File: src/hdl/rcb_pkg.sv
// rcb_pkg: constants for the dual-bank relay carrier port logic
// assumes one 200 MHz clock domain; all pins synchronised in the top
`default_nettype none
package rcb_pkg;
    localparam int BANK_W = 8;
    localparam int ADDR_W = 5;
    localparam int SW_W = 4;
    localparam logic [ADDR_W-1:0] BANK_ZERO_PORT_OFS = 5'h00;
    localparam logic [ADDR_W-1:0] BANK_ONE_PORT_OFS = 5'h01;
    localparam int SW_LSB_POS = 1;
    localparam logic [BANK_W-1:0] LATCH_RST = 8'h00;
    localparam logic DIR_INPUT = 1'b1;
    localparam logic WDOG_ENABLE = 1'b1;
    localparam int SYNC_STAGES = 2;
    typedef enum logic [1:0] {
        RCB_IDLE = 2'b00,
        RCB_STROBE = 2'b01,
        RCB_HOLD = 2'b10
    } rcb_wstate_t;
endpackage
`default_nettype wire

File: src/hdl/rcb_sync.sv
// rcb_sync: two-flop synchroniser for a vector of pin levels
// assumes inputs are asynchronous to clk
`default_nettype none
module rcb_sync #(
    parameter int W = 1
) (
    input wire logic clk,
    input wire logic resetn,
    input wire logic [W-1:0] d,
    output logic [W-1:0] q
);
    typedef struct packed {
        logic [W-1:0] s1;
        logic [W-1:0] s2;
    } rcb_sync_t;
    rcb_sync_t st, next_st;
    always_comb begin
        next_st.s1 = d;
        next_st.s2 = st.s1;
    end
    always_ff @(posedge clk or negedge resetn) begin
        if (!resetn) begin
            st <= '0;
        end else begin
            st <= next_st;
        end
    end
    assign q = st.s2;
endmodule // rcb_sync
`default_nettype wire

File: src/hdl/rcb_carrier.sv
// rcb_carrier: two-bank relay carrier expansion-port logic
// assumes host holds address, direction and data stable around strobes
//
// Functional notes
// two independent eight-bit banks, one bit per relay module position
// each bank's jumper alone sets the whole bank input or output
// base address from switches weighted 16,8,4,2; banks at base+0, base+1
// host keeps up to 16 boards on distinct switch settings
// watchdog on: power loss clears latches and floats outputs
// watchdog on: outputs stay disabled after power returns until a write
// watchdog off: power loss leaves latches intact, writes still accepted
// watchdog off: outputs follow latches again as soon as power returns
// watchdog affects output banks only; input data valid on power return
// watchdog counts as enabled unless its jumper selects disable
// output banks get load strobes clocking host data into registers
// expansion port passes through two chained connectors unchanged
// answer only own bank addresses; drive read data only for input banks
// host holds address and data stable around its strobes
`default_nettype none
module rcb_carrier
    import rcb_pkg::*;
(
    input wire logic clk,
    input wire logic resetn,
    input wire logic [rcb_pkg::SW_W-1:0] board_address_switch,
    input wire logic bank_zero_direction_jumper,
    input wire logic bank_one_direction_jumper,
    input wire logic power_watchdog_jumper,
    input wire logic ext_power_good,
    input wire logic [rcb_pkg::ADDR_W-1:0] bus_addr,
    input wire logic bus_wr_n,
    input wire logic bus_rd_n,
    input wire logic [rcb_pkg::BANK_W-1:0] bus_data_in,
    output logic [rcb_pkg::BANK_W-1:0] bus_data_out,
    output logic bus_data_oe_n,
    input wire logic [rcb_pkg::BANK_W-1:0] bank_zero_in,
    input wire logic [rcb_pkg::BANK_W-1:0] bank_one_in,
    output logic [rcb_pkg::BANK_W-1:0] bank_zero_out,
    output logic [rcb_pkg::BANK_W-1:0] bank_one_out,
    output logic [1:0] bank_out_oe_n,
    output logic [1:0] bank_load_strobe
);
    import rcb_pkg::*;

    // address decode used for read and write paths
    function automatic logic [1:0] bank_hit(input logic [ADDR_W-1:0] a,
                                            input logic [SW_W-1:0] sw);
        logic [ADDR_W-1:0] base;
        base = {sw, 1'b0};
        bank_hit[0] = (a == (base | BANK_ZERO_PORT_OFS));
        bank_hit[1] = (a == (base | BANK_ONE_PORT_OFS));
    endfunction

    // reset release through two flops
    logic [1:0] rst_sh;
    logic rst_n;
    always_ff @(posedge clk or negedge resetn) begin
        if (!resetn) begin
            rst_sh <= 2'b00;
        end else begin
            rst_sh <= {rst_sh[0], 1'b1};
        end
    end
    assign rst_n = rst_sh[1];

    // all pins are asynchronous: 4+1+1+1+1+5+2+8+16 bits
    localparam int SW = SW_W + 4 + ADDR_W + 2 + BANK_W + 2 * BANK_W;
    logic [SW-1:0] s;
    // raw reset here: the pipe fills while the release is in flight, no false strobe edge
    rcb_sync #(.W(SW)) u_sync (
        .clk(clk),
        .resetn(resetn),
        .d({board_address_switch, bank_zero_direction_jumper, bank_one_direction_jumper,
            power_watchdog_jumper, ext_power_good, bus_addr, bus_wr_n, bus_rd_n,
            bus_data_in, bank_zero_in, bank_one_in}),
        .q(s)
    );
    logic [SW_W-1:0] sw_s;
    logic [1:0] dir_in;
    logic wdog_en, pwr_ok, wr_n_s, rd_n_s;
    logic [ADDR_W-1:0] addr_s;
    logic [BANK_W-1:0] din_s;
    logic [BANK_W-1:0] pin_s [2];
    assign {sw_s, dir_in[0], dir_in[1], wdog_en, pwr_ok, addr_s, wr_n_s, rd_n_s,
            din_s, pin_s[0], pin_s[1]} = s;

    typedef struct packed {
        logic wr_d;
        logic [1:0][BANK_W-1:0] latch;
        logic [1:0] armed;
        logic [1:0] strobe;
        logic [1:0][BANK_W-1:0] pout;
        logic [1:0] oe_n;
        logic [BANK_W-1:0] rdata;
        logic rd_oe_n;
        rcb_wstate_t ws;
    } rcb_state_t;
    rcb_state_t st, next_st;

    logic [1:0] hit;
    logic wr_edge;
    assign hit = bank_hit(addr_s, sw_s);
    assign wr_edge = st.wr_d && !wr_n_s;

    always_comb begin
        next_st = st;
        next_st.wr_d = wr_n_s;
        next_st.strobe = 2'b00;
        // one write accepted per falling strobe edge; wait for release
        case (st.ws)
            RCB_IDLE: begin
                if (wr_edge) begin
                    next_st.ws = RCB_STROBE;
                end
            end
            RCB_STROBE: begin
                next_st.ws = RCB_HOLD;
            end
            RCB_HOLD: begin
                if (wr_n_s) begin
                    next_st.ws = RCB_IDLE;
                end
            end
            default: begin
                next_st.ws = RCB_IDLE;
            end
        endcase
        for (int b = 0; b < 2; b++) begin
            // per-bank, only output banks accept data
            if (st.ws == RCB_IDLE && wr_edge && hit[b] && dir_in[b] != DIR_INPUT) begin
                next_st.latch[b] = din_s;
                next_st.strobe[b] = 1'b1;
                next_st.armed[b] = 1'b1;
            end
            // watchdog enabled unless jumper says otherwise
            if (!pwr_ok && wdog_en == WDOG_ENABLE) begin
                next_st.latch[b] = LATCH_RST;
                next_st.strobe[b] = 1'b0;
                next_st.armed[b] = 1'b0;
            end
            if (wdog_en != WDOG_ENABLE) begin
                next_st.armed[b] = 1'b1;
            end
            next_st.pout[b] = st.latch[b];
            // outputs float while unpowered, input banks, or not yet re-armed
            next_st.oe_n[b] = !(pwr_ok && st.armed[b] && dir_in[b] != DIR_INPUT);
        end
        // input reads pass straight through whether or not power is good
        next_st.rd_oe_n = 1'b1;
        next_st.rdata = 8'h00;
        for (int b = 0; b < 2; b++) begin
            if (!rd_n_s && hit[b] && dir_in[b] == DIR_INPUT) begin
                next_st.rd_oe_n = 1'b0;
                next_st.rdata = pin_s[b];
            end
        end
    end

    always_ff @(posedge clk or negedge rst_n) begin
        if (!rst_n) begin
            st <= '{wr_d: 1'b1, latch: '0, armed: 2'b00, strobe: 2'b00, pout: '0,
                    oe_n: 2'b11, rdata: 8'h00, rd_oe_n: 1'b1, ws: RCB_IDLE};
        end else begin
            st <= next_st;
        end
    end

    // connectors are wired in parallel on the board, no logic needed
    assign bus_data_out = st.rdata;
    assign bus_data_oe_n = st.rd_oe_n;
    assign bank_zero_out = st.pout[0];
    assign bank_one_out = st.pout[1];
    assign bank_out_oe_n = st.oe_n;
    assign bank_load_strobe = st.strobe;

    // checks
    wdog_loss_a: assert property (@(posedge clk) disable iff (!rst_n)
        (!pwr_ok && wdog_en) |=> st.latch == '0 && st.armed == 2'b00)
        else $error("latches not cleared on power loss");
    stay_off_a: assert property (@(posedge clk) disable iff (!rst_n)
        (!st.armed[0]) |=> bank_out_oe_n[0])
        else $error("bank zero enabled before rearm");
    keep_latch_a: assert property (@(posedge clk) disable iff (!rst_n)
        (!wdog_en && !wr_edge) |=> st.latch == $past(st.latch))
        else $error("latch changed without write");
    drive_back_a: assert property (@(posedge clk) disable iff (!rst_n)
        (!wdog_en && $past(!wdog_en) && pwr_ok && dir_in[1] != DIR_INPUT
         && $past(dir_in[1] != DIR_INPUT)) |=> !bank_out_oe_n[1])
        else $error("bank one not driven on power return");
    input_float_a: assert property (@(posedge clk) disable iff (!rst_n)
        (dir_in[0] == DIR_INPUT) |=> bank_out_oe_n[0])
        else $error("input bank driven");
    strobe_load_a: assert property (@(posedge clk) disable iff (!rst_n)
        bank_load_strobe[1] |-> st.latch[1] == $past(din_s) && !bank_load_strobe[0])
        else $error("strobe without matching data");
    strobe_one_a: assert property (@(posedge clk) disable iff (!rst_n)
        bank_load_strobe[0] |=> !bank_load_strobe[0])
        else $error("strobe longer than one cycle");
    read_own_a: assert property (@(posedge clk) disable iff (!rst_n)
        !bus_data_oe_n |-> $past(!rd_n_s && (hit & dir_in) != 2'b00))
        else $error("read answered for foreign address");
    addr_map_a: assert property (@(posedge clk) disable iff (!rst_n)
        hit[1] |-> addr_s == {sw_s, 1'b1})
        else $error("bank one decode wrong");
    write_cov_c: cover property (@(posedge clk) disable iff (!rst_n) bank_load_strobe[0]);
    read_cov_c: cover property (@(posedge clk) disable iff (!rst_n) !bus_data_oe_n);
    rearm_cov_c: cover property (@(posedge clk) disable iff (!rst_n)
        !st.armed[1] ##1 st.armed[1]);
endmodule // rcb_carrier
`default_nettype wire

File: config.mk
export PLATFORM = sky130hd
export DESIGN_NAME = rcb_carrier
export DESIGN_NICKNAME = d
export VERILOG_FILES = /design/src/hdl/rcb_pkg.sv /design/src/hdl/rcb_sync.sv /design/src/hdl/rcb_carrier.sv
export SDC_FILE = /design/constraint.sdc
export NUM_CORES = 1
export LEC_CHECK = 0
export ABC_CLOCK_PERIOD_IN_PS = 1600
export BUFFER_PORTS_ARGS = -buffer_cell sky130_fd_sc_hd__buf_2
export CAP_MARGIN = 20
export CORE_MARGIN = 2
export CORE_UTILIZATION = 25
export CTS_CLUSTER_SIZE = 30
export DETAILED_ROUTE_END_ITERATION = 8
export PLACE_DENSITY = 0.53
export SYNTH_ARGS = -nofsm -noshare
export SYNTH_HDL_FRONTEND = slang
export SYNTH_SLANG_ARGS = --single-unit
File: constraint.sdc
create_clock -name clk -period 1.6 [get_ports clk]
set_input_delay 0.08 -clock clk [delete_from_list [all_inputs] [get_ports clk]]
set_output_delay 0.08 -clock clk [all_outputs]
set_load 0.005 [all_outputs]
==> impl_metrics.yaml <==
yosys:
  synth-seq-cells: 130
  ys_async_sr_fraction_pct: 100
  avgSynthCellArea_um2: 16.3
  synthTopCellsByCount: "126 x dfrtp_1, 30 x buf_4, 16 x a21oi_1, 16 x nand4_1, 14 x o21ai_0"
  synthFlopType: "dfrtp_1"
  synth_top_cell_by_area: "dfrtp_1"
  ys_types: 31
  synth_fp_nets: 293
  syn_inst: 252
  synth_area_leaders: "dfrtp_1 77%, buf_4 5.5%, dfstp_2 2.6%"
  synth-edff-count: 0
  netlist_area_um2: 4110
  synth_top_area_share_pct: 76.8
  ys_seq_area_share_pct: 79.3
  yosys_warnings: 0
  yosysMostFrequentCell: "dfrtp_1"
job:
  drv_cap: 0
critical_path:
  rrSetupSlack_ps: 60
  start_kind: "register"
  r2r-start: "u_sync.q[35]$_DFF_PN0_"
  criticalPathCategory: "reg2reg"
  cp_max_fo: 17
  reg2regPathDepth: 5
  critical_path_arrival_ps: 1810
  setup.worst_path.end_class: "register"
  r2r_end: "next_st[19]$_DFFE_PN0P_"
  cp_data_required_time_ps: 1870
grt:
  grt_pass1_wl_mm: 12.2
  grt_use_total_pct: 9.18
  grt-ovfl-total: 0
  grt_pass1_vias: 2378
  antenna_found_initial: 0
  grt_max_degree: 45
route:
  ant_nets: 0
  first_iter_violations: 123
  wire_per_inst_um: 12.4
  drcViolationCount: 0
  avgViaCountPerCell: 3.84
  routed_wl_mm: 7.24
  dr_total_vias: 2245
  drt_pass1_iterations: 4
die:
  dieHeight_um: 132
  rows: 46
  die_w_um: 132
  coreArea_um2: 16000
  ios: 70
  initial_utilization_pct: 25.7
  die_area_um2: 17500
sta:
  skew_ps: 5.53
  rsz0062_at_grt: "true"
  drv_slew: 0
  fin_crit_sh_pct: 96.0
  fmax_mhz: 651
  setup_ws_ps: 64.6
  period_minus_slack_ps: 1540
  tns_ps: 0
  final_hold_viol_count: 0
  setup_viol: 0
clock_tree:
  cts_buffers: 17
  htree_levels: 4
  cts.path.max_buffers: 2
  clock_latency_ps: 410
  cts.sinks: 130
  cts_setup_buffers: 0
  clk_pin_slew_ps: 60
  cts_root_buf: "clkbuf_16"
  cts_tree: "built"
cells_and_area:
  drive_gt1_share_pct: 34.7
  post-route-util_pct: 35.2
  diodes: 0
  fillers: 1590
  area_growth_pct: 37.3
  fin_nets: 397
pwr:
  peakVddDrop_uv: 800
  p_leak_nw: 2.63
  p_per_area_nw_per_um2: 1360
hold_path:
  hp-class: "in2async"
placed_design:
  place.gp.congestion: 0.799
  place_ws_ps: -78.0
  io_buffers: 69
  place_hpwl_mm: 4.93
status:
  outcome: "finished clean"
==> sequential cells by signal, indices dropped and copies added (netlist names) <==
| name | count |
|---|---|
| bank_load_strobe | 2 |
| st | 5 |
| bank_one_out | 8 |
| rst_sh | 2 |
| u_sync.next_st | 39 |
| next_st | 16 |
| bank_zero_out | 8 |
| u_sync.q | 39 |
| bank_out_oe_n | 2 |
| bus_data_oe_n | 1 |
| bus_data_out | 8 |
==> power by group <==
group | internal, mW | switching, mW
sequential | 3.42 | 0.0622
combinational | 0.168 | 0.159
clock | 2.49 | 1.36
==> what timing repair did <==
action                     CTS  global route
gates resized for setup      2             4
pin swaps                    0             2
cloned                       0             0
hold buffers                40             0
setup endpoints to repair    3            11
hold endpoints to repair   119             0
==> through the flow <==
step | cell area (um2) | hold slack, ps | power (mW) | std cells
final | 5640 | 92.6 | 7.66 | 585
after global routing | 5640 | 102 | 7.99 | 585
after CTS | 5620 | 80.9 | 7.78 | 585
after detailed placement | 4600 | -13.1 | 3.79 | 513
after global placement | 4600 | -20.8 | 3.78 | 513
after floorplan | 4110 | -216 | 3.64 | 252
==> worst max path at each step <==
stage	startpoint	to	slack, ps	depth (start not counted)
final	u_sync.q[35]$_DFF_PN0_	next_st[19]$_DFFE_PN0P_	60	5
after global routing	u_sync.q[37]$_DFF_PN0_	next_st[19]$_DFFE_PN0P_	-8	5
after CTS	u_sync.q[36]$_DFF_PN0_	next_st[19]$_DFFE_PN0P_	20	5
after detailed placement	u_sync.q[35]$_DFF_PN0_	next_st[19]$_DFFE_PN0P_	-80	5
after global placement	u_sync.q[35]$_DFF_PN0_	next_st[13]$_DFFE_PN0P_	50	5
after floorplan	rst_sh[1]$_DFF_PN0_	bank_load_strobe[0]$_DFF_PN0_	50	0
==> kinds of logic (layout without fill, tap and decap cells) <==
kind of cell	after synthesis	count (layout)	share of synthesized area, %
XOR/XNOR	4	4	0.853
AO/OA/AOI/OAI	43	43	6.12
multiplexers	1	1	0.244
other	1	1	0.0913
flip-flops	130	130	79.3
AND/OR/NAND/NOR	35	35	6.40
buffers and inverters	38	155	6.98
==> layout make-up <==
| cell class | count | area (um2) | share of cell area [%] |
|---|---|---|---|
| clock buffer | 19 | 443 | 7.86 |
| clock inverter | 13 | 159 | 2.82 |
| inverter | 2 | 7.51 | 0.133 |
| multi-input combinational | 84 | 598 | 10.6 |
| sequential | 130 | 3260 | 57.8 |
| tap | 216 | 270 | 4.79 |
| timing repair buffer | 121 | 901 | 16.0 |
==> metal layers <==
| layer | global-route usage, % | share of wire (%) | vias up |
|---|---|---|---|
| li1 | - | - | 1042 |
| met2 | 13.9 | 48 | 74 |
| met5 | 0 | 0 | - |
| met3 | 4.31 | 6.0 | 11 |
| met1 | 11.1 | 44 | 1118 |
| met4 | 4.36 | 1.9 | 0 |
==> cells in the final DEF, fill, tap and decap left out, drive strengths merged, types with 3 or more instances in the layout <==
cell type / instances
a22o: 8
clkbuf: 19
clkinvlp: 3
o21ai: 16
clkinv: 5
nand4: 17
buf: 81
inv: 4
nand2: 3
dfrtp: 126
dfstp: 4
a21oi: 16
bufinv: 3
nor2: 3
dlygate4sd3: 40
xnor2: 4
==> worst max-delay path, stage by stage (launching register included) <==
cell and delay, ps:
dfrtp_1 390, xnor2_2 260, nand4_4 180, buf_4 230
o21ai_0 220, a21oi_1 120
Power figures use the tool's default switching activity.
